[src/rtl/scw_regs.svh]
// Register offsets, field positions and reset values of the socket bank
`ifndef SCW_REGS_SVH
`define SCW_REGS_SVH
// ----------------------------------------------------------------------
// Socket register offsets
// ----------------------------------------------------------------------
`define SCW_OFF_STATUS 6'h04
`define SCW_OFF_IRQCFG 6'h05
`define SCW_OFF_WINEN 6'h06
`define SCW_OFF_IOCTL 6'h07
`define SCW_SOCK_BIT 6
// ----------------------------------------------------------------------
// Field layout and reset values
// ----------------------------------------------------------------------
`define SCW_RST_BYTE 8'h00
`define SCW_RST_SRC 4'h0
`define SCW_WINEN_WMASK 8'hdf
`define SCW_SEL_MSB 7
`define SCW_SEL_LSB 4
`define SCW_SRC_MSB 3
`define SCW_IO_MSB 7
`define SCW_IO_LSB 6
`define SCW_MEM_MSB 4
`define SCW_SEL_PCI 4'h0
`define SCW_SEL_SMI 4'h2
`define SCW_ISA_LINES 16
`endif

[src/rtl/scw_pkg.sv]
// Types and routing function of the socket status-change block
`include "scw_regs.svh"
package scw_pkg;
    typedef logic [7:0] scw_byte_t;
    typedef struct packed {
        logic pci;
        logic smi;
        logic [`SCW_ISA_LINES-1:0] isa;
    } scw_route_t;

    // Code zero goes to PCI only when allowed; two is SMI; else ISA line
    function automatic scw_route_t scw_route(input logic pend,
        input logic [3:0] sel, input logic pci_ok);
        scw_route_t r;
        r = '0;
        if (pend) begin
            if (sel == `SCW_SEL_PCI) begin
                r.pci = pci_ok;
            end else if (sel == `SCW_SEL_SMI) begin
                r.smi = 1'b1;
            end else begin
                r.isa[sel] = 1'b1;
            end
        end
        return r;
    endfunction : scw_route
endpackage : scw_pkg

[src/rtl/scw_sock_if.sv]
// Register access path from the bank decoder to one socket
`timescale 1ns/100ps
`default_nettype none
interface scw_sock_if;
    logic wr;
    logic rd;
    logic [5:0] addr;
    logic [7:0] wdata;
    logic [7:0] rdata;
    modport bus (output wr, output rd, output addr, output wdata,
                 input rdata);
    modport sock (input wr, input rd, input addr, input wdata,
                  output rdata);
endinterface : scw_sock_if
`default_nettype wire

[src/rtl/scw_socket.sv]
// One socket: status-change flags, interrupt config, window enables
`timescale 1ns/100ps
`default_nettype none
`include "scw_regs.svh"
module scw_socket
    import scw_pkg::*;
(
    input wire logic core_clk,
    input wire logic rst,
    scw_sock_if.sock bus,
    input wire logic clear_on_write,
    input wire logic card_detect_line_a,
    input wire logic card_detect_line_b,
    input wire logic card_ready,
    input wire logic battery_warning,
    input wire logic io_card_status_signal,
    output logic irq_pending,
    output logic [3:0] irq_select,
    output logic [7:0] window_enable
);
    // ------------------------------------------------------------------
    // State
    // ------------------------------------------------------------------
    logic [3:0] status_r, status_nxt;
    logic [7:0] irqcfg_r, irqcfg_nxt;
    logic [7:0] winen_r, winen_nxt;
    logic [7:0] ioctl_r, ioctl_nxt;
    logic [3:0] prev_r, prev_nxt;
    logic [3:0] src_en;
    logic [3:0] event_v;
    logic [3:0] clr_v;
    logic cdb_r;

    assign src_en = irqcfg_r[`SCW_SRC_MSB:0];

    always_comb begin
        prev_nxt = {card_detect_line_a, card_ready, battery_warning,
                    io_card_status_signal};
        // Detect change on either line, rising edges elsewhere
        event_v = {(card_detect_line_a != prev_r[3]) |
                   (card_detect_line_b != cdb_r),
                   card_ready & ~prev_r[2],
                   battery_warning & ~prev_r[1],
                   io_card_status_signal & ~prev_r[0]};
        event_v = event_v & src_en;
        clr_v = '0;
        if (bus.addr == `SCW_OFF_STATUS) begin
            if (bus.rd && !clear_on_write) begin
                clr_v = 4'hf;
            end
            if (bus.wr && clear_on_write) begin
                clr_v = bus.wdata[`SCW_SRC_MSB:0];
            end
        end
        irqcfg_nxt = irqcfg_r;
        winen_nxt = winen_r;
        ioctl_nxt = ioctl_r;
        if (bus.wr) begin
            unique case (bus.addr)
                `SCW_OFF_IRQCFG: irqcfg_nxt = bus.wdata;
                `SCW_OFF_WINEN:
                    winen_nxt = bus.wdata & `SCW_WINEN_WMASK;
                `SCW_OFF_IOCTL: ioctl_nxt = bus.wdata;
                default: ;
            endcase
        end
        // New events win over a clear; new enables mask at once
        status_nxt = ((status_r & ~clr_v) | event_v) &
                     irqcfg_nxt[`SCW_SRC_MSB:0];
    end

    always_ff @(posedge core_clk or posedge rst) begin
        if (rst) begin
            status_r <= `SCW_RST_SRC;
            irqcfg_r <= `SCW_RST_BYTE;
            winen_r <= `SCW_RST_BYTE;
            ioctl_r <= `SCW_RST_BYTE;
            prev_r <= `SCW_RST_SRC;
            cdb_r <= 1'b0;
        end else begin
            status_r <= status_nxt;
            irqcfg_r <= irqcfg_nxt;
            winen_r <= winen_nxt;
            ioctl_r <= ioctl_nxt;
            prev_r <= prev_nxt;
            cdb_r <= card_detect_line_b;
        end
    end

    always_comb begin
        unique case (bus.addr)
            `SCW_OFF_STATUS: bus.rdata = {4'h0, status_r};
            `SCW_OFF_IRQCFG: bus.rdata = irqcfg_r;
            `SCW_OFF_WINEN: bus.rdata = winen_r;
            `SCW_OFF_IOCTL: bus.rdata = ioctl_r;
            default: bus.rdata = `SCW_RST_BYTE;
        endcase
    end

    assign irq_pending = |status_r;
    assign irq_select = irqcfg_r[`SCW_SEL_MSB:`SCW_SEL_LSB];
    assign window_enable = winen_r;
endmodule : scw_socket
`default_nettype wire

[src/rtl/scw_top.sv]
// Socket bank: register decode, window claim gating, interrupt routing
//
// Functional notes
// - Select zero with diagnostic bit set routes status changes to PCI.
// - Select zero, bit clear: PCI only when the socket route bit is set.
// - Nonzero select other than two drives one ISA line; code two drives SMI only.
// - Config bit 3 enables interrupts on either card-detect line change.
// - Config bit 2 enables interrupt on ready low-to-high transition.
// - Config bit 1 enables interrupt on battery warning.
// - Config bit 0 enables battery dead or card status-change interrupt.
// - No cycle is claimed through a window whose enable bit is clear.
// - Window enable register resets to zero, all windows off.
// - Enable bit 7 gates I/O window 1, bit 6 gates I/O window 0.
// - Enable bits 4 to 0 gate memory windows 4 to 0.
// - Enable bit 5 reads zero; writes to it are dropped.
// - Each socket keeps its own window enable register.
// - Disabled source flags read zero; enabled events set their flag.
// - Flags clear on status read or on write-one, per clear mode.
`timescale 1ns/100ps
`default_nettype none
`include "scw_regs.svh"
module scw_top
    import scw_pkg::*;
#(
    parameter int SOCKETS = 2
) (
    input wire logic core_clk,
    input wire logic rst,
    input wire logic reg_wr,
    input wire logic reg_rd,
    input wire logic [6:0] reg_addr,
    input wire logic [7:0] reg_wdata,
    output logic [7:0] reg_rdata,
    output logic reg_rvalid,
    input wire logic diag_csc_to_pci,
    input wire logic [SOCKETS-1:0] glb_clear_on_write,
    input wire logic [SOCKETS-1:0] pci_route_enable,
    input wire logic [SOCKETS-1:0] card_detect_line_a,
    input wire logic [SOCKETS-1:0] card_detect_line_b,
    input wire logic [SOCKETS-1:0] card_ready,
    input wire logic [SOCKETS-1:0] battery_warning,
    input wire logic [SOCKETS-1:0] io_card_status_signal,
    input wire logic [5*SOCKETS-1:0] mem_window_hit,
    input wire logic [2*SOCKETS-1:0] io_window_hit,
    output logic [5*SOCKETS-1:0] mem_window_claim,
    output logic [2*SOCKETS-1:0] io_window_claim,
    output logic [`SCW_ISA_LINES-1:0] isa_irq,
    output logic smi_req,
    output logic pci_irq
);
    // ------------------------------------------------------------------
    // Elaboration check
    // ------------------------------------------------------------------
    // One address bit picks the socket, so at most two are served
    if (SOCKETS < 1 || SOCKETS > 2) begin : g_bad
        $error("SOCKETS must be 1 or 2");
    end

    // ------------------------------------------------------------------
    // Sockets
    // ------------------------------------------------------------------
    logic [7:0] sock_rdata [SOCKETS];
    logic [7:0] sock_win [SOCKETS];
    logic [3:0] sock_sel [SOCKETS];
    logic [SOCKETS-1:0] sock_pend;
    logic [5*SOCKETS-1:0] mem_en_all;
    logic [2*SOCKETS-1:0] io_en_all;
    logic sel_bit;

    assign sel_bit = reg_addr[`SCW_SOCK_BIT];

    for (genvar s = 0; s < SOCKETS; s++) begin : g_sock
        scw_sock_if sif ();
        logic hit;
        assign hit = (sel_bit == 1'(s));
        assign sif.wr = reg_wr & hit;
        assign sif.rd = reg_rd & hit;
        assign sif.addr = reg_addr[5:0];
        assign sif.wdata = reg_wdata;
        assign sock_rdata[s] = sif.rdata;
        scw_socket u_sock (
            .core_clk(core_clk),
            .rst(rst),
            .bus(sif.sock),
            .clear_on_write(glb_clear_on_write[s]),
            .card_detect_line_a(card_detect_line_a[s]),
            .card_detect_line_b(card_detect_line_b[s]),
            .card_ready(card_ready[s]),
            .battery_warning(battery_warning[s]),
            .io_card_status_signal(io_card_status_signal[s]),
            .irq_pending(sock_pend[s]),
            .irq_select(sock_sel[s]),
            .window_enable(sock_win[s])
        );
        assign mem_en_all[5*s +: 5] =
            sock_win[s][`SCW_MEM_MSB:0];
        assign io_en_all[2*s +: 2] =
            sock_win[s][`SCW_IO_MSB:`SCW_IO_LSB];
    end

    // ------------------------------------------------------------------
    // Window claim gating
    // ------------------------------------------------------------------
    // Address match is decoded elsewhere; the enable has the last word
    assign mem_window_claim = mem_window_hit & mem_en_all;
    assign io_window_claim = io_window_hit & io_en_all;

    // ------------------------------------------------------------------
    // Read data
    // ------------------------------------------------------------------
    logic [7:0] rdata_r, rdata_nxt;
    logic rvalid_r, rvalid_nxt;

    always_comb begin
        rdata_nxt = rdata_r;
        rvalid_nxt = reg_rd;
        if (reg_rd) begin
            rdata_nxt = `SCW_RST_BYTE;
            for (int s = 0; s < SOCKETS; s++) begin
                if (sel_bit == 1'(s)) begin
                    rdata_nxt = sock_rdata[s];
                end
            end
        end
    end

    // ------------------------------------------------------------------
    // Interrupt routing
    // ------------------------------------------------------------------
    scw_route_t route_nxt, route_r;

    always_comb begin
        route_nxt = '0;
        for (int s = 0; s < SOCKETS; s++) begin
            // Diagnostic bit overrides the per-socket route bit
            route_nxt = route_nxt | scw_route(sock_pend[s], sock_sel[s],
                diag_csc_to_pci | pci_route_enable[s]);
        end
    end

    always_ff @(posedge core_clk or posedge rst) begin
        if (rst) begin
            rdata_r <= `SCW_RST_BYTE;
            rvalid_r <= 1'b0;
            route_r <= '0;
        end else begin
            rdata_r <= rdata_nxt;
            rvalid_r <= rvalid_nxt;
            route_r <= route_nxt;
        end
    end

    assign reg_rdata = rdata_r;
    assign reg_rvalid = rvalid_r;
    assign isa_irq = route_r.isa;
    assign smi_req = route_r.smi;
    assign pci_irq = route_r.pci;
endmodule : scw_top
`default_nettype wire

[config.mk]
export PLATFORM = sky130hd
export DESIGN_NAME = scw_top
export DESIGN_NICKNAME = d
export VERILOG_FILES = /design/src/rtl/scw_pkg.sv /design/src/rtl/scw_sock_if.sv /design/src/rtl/scw_socket.sv /design/src/rtl/scw_top.sv
export VERILOG_INCLUDE_DIRS = /design/src /design/src/rtl
export SDC_FILE = /design/constraint.sdc
export NUM_CORES = 1
export LEC_CHECK = 0
export BUFFER_PORTS_ARGS = -buffer_cell sky130_fd_sc_hd__buf_2
export CAP_MARGIN = 20
export CORE_UTILIZATION = 41
export DETAILED_ROUTE_END_ITERATION = 10
export HOLD_SLACK_MARGIN = 0.1
export PLACE_DENSITY = 0.62
export SLEW_MARGIN = 10
export SYNTH_ARGS = -nofsm -noshare
export SYNTH_HDL_FRONTEND = slang
export SYNTH_SLANG_ARGS = --single-unit
[constraint.sdc]
create_clock -name core_clk -period 4.6 [get_ports core_clk]
set_input_delay 0.92 -clock core_clk [delete_from_list [all_inputs] [get_ports core_clk]]
set_output_delay 0.92 -clock core_clk [all_outputs]
set_load 0.01 [all_outputs]
==> results.md, run 1 <==
* First-pass GRT wire length at between 15,000 and 20,000 microns
* Die width at 103 microns
* IO buf count at 87
* IO Count at 89
* Power density over cell area at 335 nW/um^2
* Die height at between 100 and 150 microns
* Dominant synthesized flop cell: dfrtp_1
* Routed vias at 3,001
* Clock sinks at 90
* Cell Area, Synth at around 4200 sq um
* CTS buffer count at 9
* Area Growth Syn to Fin at 17.5%
* Max cap viols at 0
* Crit path kind: input pin to flip-flop
* Layout cells sized above 1 at 0.372
* Drt via density at between 5 and 6
* Synth warn at 0
* Final setup viols at 0
* DR pass1 iterations at 4
* Fmax at 0.393 GHz
* Asr flop ratio synth at 1.00
* Critical path launch point type: input pin
* Initial Util at 0.424
* Clk_skew at approximately 14 ps
* Setup ws final at 2060 ps
* Tmin final at 2540 ps
* Pin count of the biggest net entering global routing at 52
* Initial antenna violation count at 0
* Multi-input logic area at 1780 sq um
* FF+latch count, synth at 90
* Worst-Skew Late Latency at about 360 ps
* Ant. Diodes at 0
* Register area share after synthesis at 0.541
* Post-CTS resize count at 0
* Hold buffer count at CTS at 0
* CP Data Arrival Time at 2790 ps
* Kind of end point of the critical path: flip-flop
* Max FO, Critical Path at 9
* Register Area at approximately 2300 sq um
* Fillcell total at 915
* Vias in the first global route at 3,075
* Slew margin rel. at 0.442
* Drt drc at 0
* CTS Buffer Depth at 2
* Design Power at about 1.6 mW
* RSZ-0062 raised after global routing: no
* Peak supply drop at 0.000271 V
* CTS tree: yes
* DIE AREA at 10,600 sq um
* Total track usage at 0.196
* Reg clk slew, reported paths at 90 ps
* GPL Wtd Cong at 0.803
* Root Buffer: clkbuf_8
* Routed WL per cell at roughly 17 microns
* Post-synth EDFFs at 0
* Detailed Route WL at 9450 microns
* Hold crit path type: flip-flop to flip-flop
* Place WS at between 1500 and 2000 ps
* Status: finished, final reports clean
* Detail Route Antenna Nets at 0
* Number of distinct library cells after synthesis at 48
* Overflow after GRT at 0
* Req. time, crit path at between 4000 and 5000 ps
* Fin. Hold Viols at 0
* Syn Area/Cell at 12.2 sq um
* Max Slew Vio Count at 0
* Num rows at 36
* H-tree Lvls at 3
* Dpl hpwl at 6850 microns
* Core footprint at roughly 10000 sq um
* Initial DRC count at 125
* Setup repair bufs after CTS at 0
* Final net count at 470
* Actual slew at the worst max-slew pin at around 830 ps
* Setup_tns at 0 ps
* Syn Inst Count at 341
* Leak Pwr at 2.36 nW
* Tcrit/Tclk final at 0.553
==> sequential cells by signal, summed over array words and instances, names as in the netlist <==
register and flops:
g_sock.u_sock.cdb_r 2, g_sock.u_sock.ioctl_r 16, g_sock.u_sock.irqcfg_r 16, g_sock.u_sock.prev_r 8, g_sock.u_sock.status_r 8, g_sock.u_sock.window_enable 14
isa_irq 15, pci_irq 1, reg_rdata 8, reg_rvalid 1, smi_req 1
==> area by class of cell <==
| cell class | instances | area share |
|---|---|---|
| Clock buffer | 10 | 0.0281 |
| Clock inverter | 6 | 0.0194 |
| Inverter | 6 | 0.00486 |
| Multi-Input combinational cell | 227 | 0.363 |
| Sequential cell | 90 | 0.460 |
| Tap cell | 133 | 0.0340 |
| Timing Repair Buffer | 88 | 0.0905 |
==> kinds of logic after synthesis <==
logic type | synth area share
other | 0.000900
multiplexers | 0.161
flip-flops | 0.541
buffers and inverters | 0.0339
AND/OR/NAND/NOR | 0.129
AO/OA/AOI/OAI | 0.126
XOR/XNOR | 0.00841
==> per-stage QoR <==
step	instances	util	area, sq um	hold WS, ps
after floorplan	342	-	4170	452
after global placement	544	0.475	4660	461
after detailed placement	544	0.475	4660	468
after CTS	560	0.498	4890	489
after global routing	560	0.498	4890	516
final	560	0.498	4890	486
==> Yosys cell counts, types with 4 or more instances <==
| cell type | instances | area (sq um) |
|---|---|---|
| a21boi_0 | 4 | 30.0 |
| mux2i_1 | 8 | 80.1 |
| a21boi_2 | 4 | 45.0 |
| inv_1 | 6 | 22.5 |
| o22ai_1 | 11 | 68.8 |
| nand3_1 | 9 | 45.0 |
| buf_2 | 4 | 20.0 |
| nor2b_1 | 9 | 56.3 |
| dfrtp_1 | 90 | 2250 |
| o21ai_0 | 16 | 80.1 |
| and2_1 | 15 | 93.8 |
| nand3b_1 | 9 | 67.6 |
| o32ai_1 | 8 | 70.1 |
| a21oi_1 | 5 | 25.0 |
| nand2b_1 | 6 | 37.5 |
| nand2_1 | 10 | 37.5 |
| a22oi_1 | 5 | 37.5 |
| mux2_4 | 7 | 105 |
| xor2_1 | 4 | 35.0 |
| nor2_1 | 12 | 45.0 |
| a31oi_1 | 5 | 31.3 |
| o211ai_1 | 5 | 37.5 |
| a211oi_1 | 4 | 30.0 |
| mux2_2 | 35 | 394 |
| mux2_1 | 8 | 90.1 |
| clkbuf_1 | 8 | 30.0 |
==> critical path: stages <==
cell and delay [ps]:
buf_2 110, nor4b_4 580, and3_1 370, and2_1 430, mux2_2 390
==> final timing paths <==
| kind | to | cells after the start | startpoint | slack, ps |
|---|---|---|---|---|
| setup / recovery | g_sock[0].u_sock.ioctl_r[1] | 5 | reg_addr[3] | 2060 |
| hold / removal | g_sock[1].u_sock.ioctl_r[6] | 1 | g_sock[1].u_sock.ioctl_r[6] | 490 |
| setup reg to reg | isa_irq[12] | 3 | g_sock[0].u_sock.status_r[2] | 2920 |
| hold reg to reg | g_sock[1].u_sock.ioctl_r[6] | 1 | g_sock[1].u_sock.ioctl_r[6] | 490 |
| max in group asynchronous | g_sock[1].u_sock.status_r[3] | 3 | rst | 2870 |
| min in group asynchronous | isa_irq[6] | 2 | rst | 630 |
==> power by group <==
part | leakage (nW) | total [mW] | switching (mW) | internal [mW]
combinational | 1.04 | 0.160 | 0.0852 | 0.0744
sequential | 1.21 | 0.864 | 0.0329 | 0.831
clock | 0.117 | 0.615 | 0.288 | 0.327
==> placed cells by master (no fill, tap or decap), types with 5 or more instances in the layout <==
master    synthesis  routed
o21ai_0          16      16
clkbuf_8          0      10
a31oi_1           5       5
nor2b_1           9       9
nand3_1           9       9
nand2b_1          6       6
o22ai_1          11      11
nand2_1          10      10
nand3b_1          9       9
inv_1             6       5
dfrtp_1          90      90
mux2_2           35      35
o211ai_1          5       5
and2_1           15      15
o32ai_1           8       8
a22oi_1           5       5
buf_2             4      87
nor2_1           12      12
mux2_1            8       8
mux2i_1           8       8
mux2_4            7       7
a21oi_1           5       5
==> per-layer routing <==
| metal | vias to the layer above | share of wire | global-route usage |
|---|---|---|---|
| li1 | 1409 | - | - |
| met1 | 1490 | 0.44 | 0.254 |
| met5 | - | 0 | 0 |
| met3 | 14 | 0.040 | 0.0393 |
| met4 | 0 | 0.013 | 0.0585 |
| met2 | 88 | 0.50 | 0.333 |
Note: power is estimated with default switching activity, not from simulation.
==> run 2: changes to the inputs <==
ABC_AREA = 1   (was default)
PLACE_DENSITY = 0.64   (was 0.62)
clock period = 2.2 ns   (was 4.6 ns; I/O delays follow)
==> run 2 against run 1 <==
Synthesized cell count increased by 54%. Largest cell class unchanged. Non-clock buffer count increased by 9. Count of clock-buffer cells in the layout decreased by 1. Largest power group unchanged. Core utilization increased by 1.4 points. Critical path type unchanged.
==> results.md, run 2 <==
* Status: finished, final reports clean (unchanged)
* Num rows at 36 (unchanged)
* Fin. Hold Viols at 0 (unchanged)
* Slowest CP cell: nand2_1 (was nor4b_4)
* GPL Wtd Cong at 0.909 (was 0.803)
* Int Pwr at 2.50 mW (was 1.23 mW)
* Power density over cell area at 688 nW/um^2 (was 335 nW/um^2)
* Routed WL per cell at 13.7 microns (was 16.9 microns)
* Initial Util at 0.431 (was 0.424)
* Critical path launch point type: input pin (unchanged)
* Slew margin rel. at 0.651 (was 0.442)
* Fmax at approximately 0.69 GHz
* Overflow after GRT at 0 (unchanged)
* Most used cell, CP: nand2_1
* Fillcell total at 970 (was 915)
* Post-layout util at 0.513 (was 0.498)
* Die width at 104 microns (was 103 microns)
* Net Switching at 1.01 mW (was 406 uW)
* Hold crit path type: input pin to flip-flop (was flip-flop to flip-flop)
* Tcrit/Tclk final at 0.661
* Critical path buffer and inverter count at 4 (was 1)
* Detail Route Antenna Nets at 0 (unchanged)
* RSZ-0062 raised after global routing: no (unchanged)
* Total track usage at 0.206 (was 0.196)
* Reg2reg setup slack at 1020 ps (was 2920 ps)
* Most frequent standard cell in the layout excluding fill and tap cells: nand2_1 (was dfrtp_1)
* Post-synth EDFFs at 0 (unchanged)
* CTS Buffer Depth at 2 (unchanged)
* First-pass GRT wire length at 17,600 microns (was 15,500 microns)
* Vias in the first global route at 3,715 (was 3,075)
* Initial DRC count at 154 (was 125)
* Dpl hpwl at 7870 microns (was 6850 microns)
* Area Growth Syn to Fin at 18.9% (was 17.5%)
* Max Slew Vio Count at 0 (unchanged)
* Worst reg2reg path depth at 4 (was 3)
* Syn Area/Cell at 8.16 sq um (was 12.2 sq um)
* Sw frac at 0.288 (was 0.248)
* CTS buffer count at 9 (unchanged)
* DR pass1 iterations at 5 (was 4)
* Most frequent cells in the layout: nand2_1 (143), dfrtp_1 (90), buf_2 (87) (was dfrtp_1 (90), buf_2 (87), mux2_2 (35))
* Cell family with most CP delay: simple AND/OR/NAND/NOR gates (unchanged)
* IO Count at 89 (unchanged)
* Hold buffer count at CTS at 0 (unchanged)
* Root Buffer: clkbuf_8 (unchanged)
* Post-CTS resize count at 0 (unchanged)
* Initial antenna violation count at 0 (unchanged)
* Dominant synthesized flop cell: dfrtp_1 (unchanged)
* Sequential Power Share at 0.529 (was 0.527)
* Worst Hold Endpoint: g_sock[0].u_sock.prev_r[2] (was g_sock[1].u_sock.ioctl_r[6])
* DIE AREA at 10,900 sq um (was 10,600 sq um)
* Leak Pwr at 2.77 nW (was 2.36 nW)
* CP Data Arrival Time at 1710 ps (was 2790 ps)
* Register area share after synthesis at 0.525 (was 0.541)
* H-tree Lvls at 3 (unchanged)
* Clk_skew at 7.32 ps (was 14.0 ps)
* FF+latch count, synth at 90 (unchanged)
* Crit path kind: input pin to flip-flop (unchanged)
* Synth top area cells: dfrtp_1 (52%), nand2_1 (13%), inv_1 (6.0%) (was dfrtp_1 (54%), mux2_2 (9.5%), mux2_4 (2.5%))
* Final net count at 670 (was 470)
* Top-count cell post-synth: nand2_1 (was dfrtp_1)
* Max incr delay on CP at 240 ps (was 580 ps)
* Ant. Diodes at 0 (unchanged)
* Setup repair bufs after CTS at 0 (unchanged)
* Worst-Skew Late Latency at 360 ps (about the same)
* RR Startpoint: g_sock[1].u_sock.status_r[0] (was g_sock[0].u_sock.status_r[2])
* Gate power share at 0.138 (was 0.097)
* Peak supply drop at 0.000463 V (was 0.000271 V)
* Setup_tns at 0 ps (unchanged)
* Tmin final at 1450 ps
* Place WS at 358 ps (was 1690 ps)
* Syn Inst Count at 526 (was 341)
* Drt drc at 0 (unchanged)
* Detailed Route WL at 10,400 microns (was 9450 microns)
* Clock sinks at 90 (unchanged)
* Kind of end point of the critical path: flip-flop (unchanged)
* Layout cells sized above 1 at 0.238 (was 0.372)
* Leading area contributor after synthesis: dfrtp_1 (unchanged)
* Pin count of the biggest net entering global routing at 91 (was 52)
* Drt via density at 4.87 (was 5.36)
* IO buf count at 87 (unchanged)
* Final setup viols at 0 (unchanged)
* Max cap viols at 0 (unchanged)
* Post-synth top cells: nand2_1 (143), dfrtp_1 (90), inv_1 (69), nor2_1 (58), nand3_1 (39) (was dfrtp_1 (90), mux2_2 (35), o21ai_0 (16), and2_1 (15), nor2_1 (12))
* Reg-to-Reg End: isa_irq[12] (unchanged)
* Actual slew at the worst max-slew pin at 523 ps (was 830 ps)
* Hold Path Origin: card_ready[0] (was g_sock[1].u_sock.ioctl_r[6])
* Hold path depth at 1 (unchanged)
* CTS tree: yes (unchanged)
* Top cell type's share of synthesized area at 0.525 (was 0.541)
* Design Power at 3.51 mW (was 1.64 mW)
* Die height at 104 microns (was 103 microns)
* Reg clk slew, reported paths at 90 ps (about the same)
* Cell Area, Synth at 4290 sq um (was 4170 sq um)
* Req. time, crit path at 2460 ps (was 4850 ps)
* Core footprint at 9950 sq um (was 9820 sq um)
* Clock Power Share at 0.333 (was 0.375)
* Max FO, Critical Path at 12 (was 9)
* Routed vias at 3,700 (was 3,001)
* Asr flop ratio synth at 1.00 (unchanged)
* Setup ws final at 745 ps (was 2060 ps)
* Number of distinct library cells after synthesis at 27 (was 48)
* CP cell instances: buf_2 -> inv_1 -> nand2_2 -> nor2_4 -> nand2_2 -> inv_2 -> nand2_1 -> nand2_1 -> o31ai_2 -> nand2_1 -> inv_1 (was buf_2 -> nor4b_4 -> and3_1 -> and2_1 -> mux2_2)
* Synth warn at 0 (unchanged)
[run 2: cell type report]
cell class,instances,area (sq um),area share
flip-flops and latches,90,2250,0.441
multi-input cells,348,1670,0.326
repair buffers,97,523,0.102
inverters,76,290,0.0569
well taps,133,166,0.0326
clock buffers,9,124,0.0243
clock inverters,7,82.6,0.0162
[run 2: worst max path at each step]
stage | start | endpoint | slack (ps) | cells after the start
global route | reg_addr[3] | g_sock[1].u_sock.status_r[3] | 560 | 11
floorplan | reg_addr[3] | g_sock[1].u_sock.status_r[3] | 690 | 10
detailed placement | reg_addr[3] | g_sock[1].u_sock.status_r[3] | 360 | 11
CTS | g_sock[0].u_sock.window_enable[3] | mem_window_claim[3] | 740 | 3
global placement | reg_addr[3] | g_sock[1].u_sock.status_r[3] | 440 | 11
finish | reg_addr[3] | g_sock[1].u_sock.status_r[3] | 750 | 11
[run 2: metrics by stage]
stage          std cells  hold slack (ps)  instance area, sq um
2_1_floorplan        527              455                  4300
4_1_cts              760              180                  5100
5_1_grt              760              176                  5100
6_report             760              195                  5100
3_5_place_dp         744              467                  4900
3_3_place_gp         744              460                  4900
[run 2: kinds of logic after synthesis]
logic type | count (synthesis) | share of synthesized area
DFF | 90 | 0.525
xor gates and xnor gates | 4 | 0.00816
AOI/OAI and AO/OA | 82 | 0.120
other | 1 | 0.000874
and+or+nand+nor | 260 | 0.258
buffers and inverters | 89 | 0.0880
[run 2: worst reg2reg max path, stage by stage (launching register included)]
cell	delay, ps
dfrtp_1	390
inv_1	100
nand4_1	240
nand3_1	220
o22ai_1	120
[run 2: power groups by stage]
stage | Sequential, mW | Clock (mW) | Combinational (mW)
after floorplan | 1.88 | 0 | 0.298
after global placement | 1.89 | 0 | 0.476
after detailed placement | 1.89 | 0 | 0.488
after CTS | 1.86 | 1.20 | 0.489
after global routing | 1.88 | 1.27 | 0.555
final | 1.86 | 1.17 | 0.484
[run 2: layer usage]
| metal | vias to the layer above | track usage | routed length (microns) |
|---|---|---|---|
| met5 | - | 0 | 0 |
| met4 | 0 | 0.0643 | 167 |
| met3 | 13 | 0.0345 | 534 |
| met2 | 108 | 0.351 | 5150 |
| met1 | 1721 | 0.266 | 4600 |
| li1 | 1858 | - | - |
==> run 3: changes to the inputs <==
PLACE_DENSITY = 0.62   (was 0.64)
clock period = 1.4 ns   (was 2.2 ns; I/O delays follow)
==> run 3 against run 2 <==
Cell area grew 7.1%. Core utilization is 3.6 points higher. Worst hold slack got worse by 48 ps. Die area stayed put. Setup slack worse by 650 ps. Sequential share of layout area fell by 2.9 points. First-iteration DRC count increased by 16%. Sequential cell count unchanged. Via count increased by 3.9%. Clock skew grew 3.4 ps. Sequential power up 58%. Clock power is 61% higher. Critical endpoint is now io_window_claim[1].
==> results.md, run 3 (synthesis results as in run 2) <==
* Status: finished, final reports clean (unchanged)
* Final net count at 709 (was 670)
* Routed WL per cell at 13.3 microns (was 13.7 microns)
* CTS Buffer Depth at 2 (unchanged)
* Max Slew Vio Count at 0 (unchanged)
* Initial Util at 0.431 (unchanged)
* Register Area at 2250 sq um (unchanged)
* CP cell instances: nand2_1 -> inv_1 -> buf_2 (was buf_2 -> inv_1 -> nand2_2 -> nor2_4 -> nand2_2 -> inv_2 -> nand2_1 -> nand2_1 -> o31ai_2 -> nand2_1 -> inv_1)
* Leak Pwr at 2.97 nW (was 2.77 nW)
* Kind of end point of the critical path: primary output (was flip-flop)
* Tcrit/Tclk final at 0.932
* Dpl hpwl at 7970 microns (was 7870 microns)
* Routed vias at 3,843 (was 3,700)
* Fmax at around 0.77 GHz
* Vias in the first global route at 3,748 (was 3,715)
* Hold slack at 147 ps (was 195 ps)
* Die height at 104 microns (unchanged)
* Critical path launch point type: flip-flop (was input pin)
* Reg clk slew, reported paths at 90 ps (about the same)
* Area Growth Syn to Fin at 27.4% (was 18.9%)
* Crit path kind: flip-flop to primary output (was input pin to flip-flop)
* CTS tree: yes (unchanged)
* Pin count of the biggest net entering global routing at 91 (unchanged)
* RSZ-0062 raised after global routing: no (unchanged)
* Clock sinks at 90 (unchanged)
* Core footprint at 9950 sq um (unchanged)
* Clk_skew at 10.7 ps (was 7.32 ps)
* Initial DRC count at 178 (was 154)
* Post-CTS resize count at 0 (unchanged)
* IO Count at 89 (unchanged)
* Post-layout util at 0.549 (was 0.513)
* CP Data Arrival Time at 1020 ps (was 1710 ps)
* IO buf count at 87 (unchanged)
* H-tree Lvls at 3 (unchanged)
* Worst-Skew Late Latency at 370 ps (was 360 ps)
* Drt via density at 4.81 (was 4.87)
* Overflow after GRT at 0 (unchanged)
* Drt drc at 0 (unchanged)
* Most frequent cells in the layout: nand2_1 (143), dfrtp_1 (90), buf_2 (87) (unchanged)
* Req. time, crit path at 1120 ps (was 2460 ps)
* Ant. Diodes at 0 (unchanged)
* GPL Wtd Cong at 0.874 (was 0.909)
* First-pass GRT wire length at 17,900 microns (was 17,600 microns)
* DIE AREA at 10,900 sq um (unchanged)
* Max cap viols at 0 (unchanged)
* Max FO, Critical Path at 3 (was 12)
* Total track usage at 0.208 (was 0.206)
* Initial antenna violation count at 0 (unchanged)
* Die width at 104 microns (unchanged)
* Detailed Route WL at 10,600 microns (was 10,400 microns)
* Power density over cell area at 1030 nW/um^2 (was 688 nW/um^2)
* Root Buffer: clkbuf_8 (unchanged)
* Fillcell total at 954 (was 970)
* Fin. Hold Viols at 0 (unchanged)
* CTS buffer count at 9 (unchanged)
* Tmin final at 1300 ps
* Reg2reg setup slack at 200 ps (was 1020 ps)
* Final setup viols at 0 (unchanged)
* Most frequent standard cell in the layout excluding fill and tap cells: nand2_1 (unchanged)
* Max incr delay on CP at 430 ps (was 240 ps)
* Layout cells sized above 1 at 0.264 (was 0.238)
* Peak supply drop at 0.000591 V (was 0.000463 V)
* DR pass1 iterations at 6 (was 5)
* Slowest CP cell: dfrtp_1 (was nand2_1)
* Hold crit path type: input pin to flip-flop (unchanged)
* Num rows at 36 (unchanged)
* Detail Route Antenna Nets at 0 (unchanged)
* Multi-input logic area at 1670 sq um (unchanged)
## run 3: through the flow
| step | cell area [sq um] | setup TNS [ps] | power (mW) | std cells | setup slack (ps) |
|---|---|---|---|---|---|
| after floorplan | 4300 | 0 | 3.43 | 527 | 46.3 |
| after global placement | 5140 | -1340 | 3.77 | 771 | -72.6 |
| after detailed placement | 5140 | -2370 | 3.79 | 771 | -120 |
| after CTS | 5470 | 0 | 5.69 | 799 | 77.9 |
| after global routing | 5470 | 0 | 5.91 | 799 | 30.8 |
| final | 5470 | 0 | 5.64 | 799 | 95.5 |
## run 3: timing repair
action                                 CTS  global route
setup endpoints to repair                0             0
buffers inserted                         0             0
hold buffers                            12             0
endpoints found under the hold margin  101             0
## run 3: area by class of cell
class | instances | area share
repair buffers | 136 | 0.162
flip-flops and latches | 90 | 0.412
clock inverters | 7 | 0.0156
multi-input cells | 348 | 0.305
well taps | 133 | 0.0304
inverters | 76 | 0.0531
clock buffers | 9 | 0.0227
## run 3: per-layer routing
metal	up-vias	global-route usage	wire, microns
li1	1943	-	-
met1	1780	0.278	4670
met2	106	0.345	5160
met3	14	0.0288	604
met4	0	0.0724	173
met5	-	0	0
## run 3: critical path: cells and delay by family, from the launching register on
family                 cells  cell delay [ps]
and+or+nand+nor            1               80
buffers and inverters      2              150
DFF                        1              430
## run 3: power breakdown
group          leakage [nW]  internal, mW  total (mW)  switching [mW]
Combinational          1.70         0.341       0.834           0.493
Sequential             1.17          2.80        2.93           0.128
Clock                 0.100         0.862        1.88            1.02
## run 3: worst paths after layout
kind | start | end | cells after the start
worst max-delay path | g_sock[0].u_sock.window_enable[7] | io_window_claim[1] | 3
worst min-delay path | reg_wdata[5] | g_sock[0].u_sock.irqcfg_r[5] | 3
worst max register to register | g_sock[0].u_sock.status_r[0] | pci_irq | 4
worst min register to register | reg_rdata[2] | reg_rdata[2] | 2
max in group asynchronous | rst | g_sock[0].u_sock.ioctl_r[2] | 4
min in group asynchronous | rst | reg_rdata[6] | 4
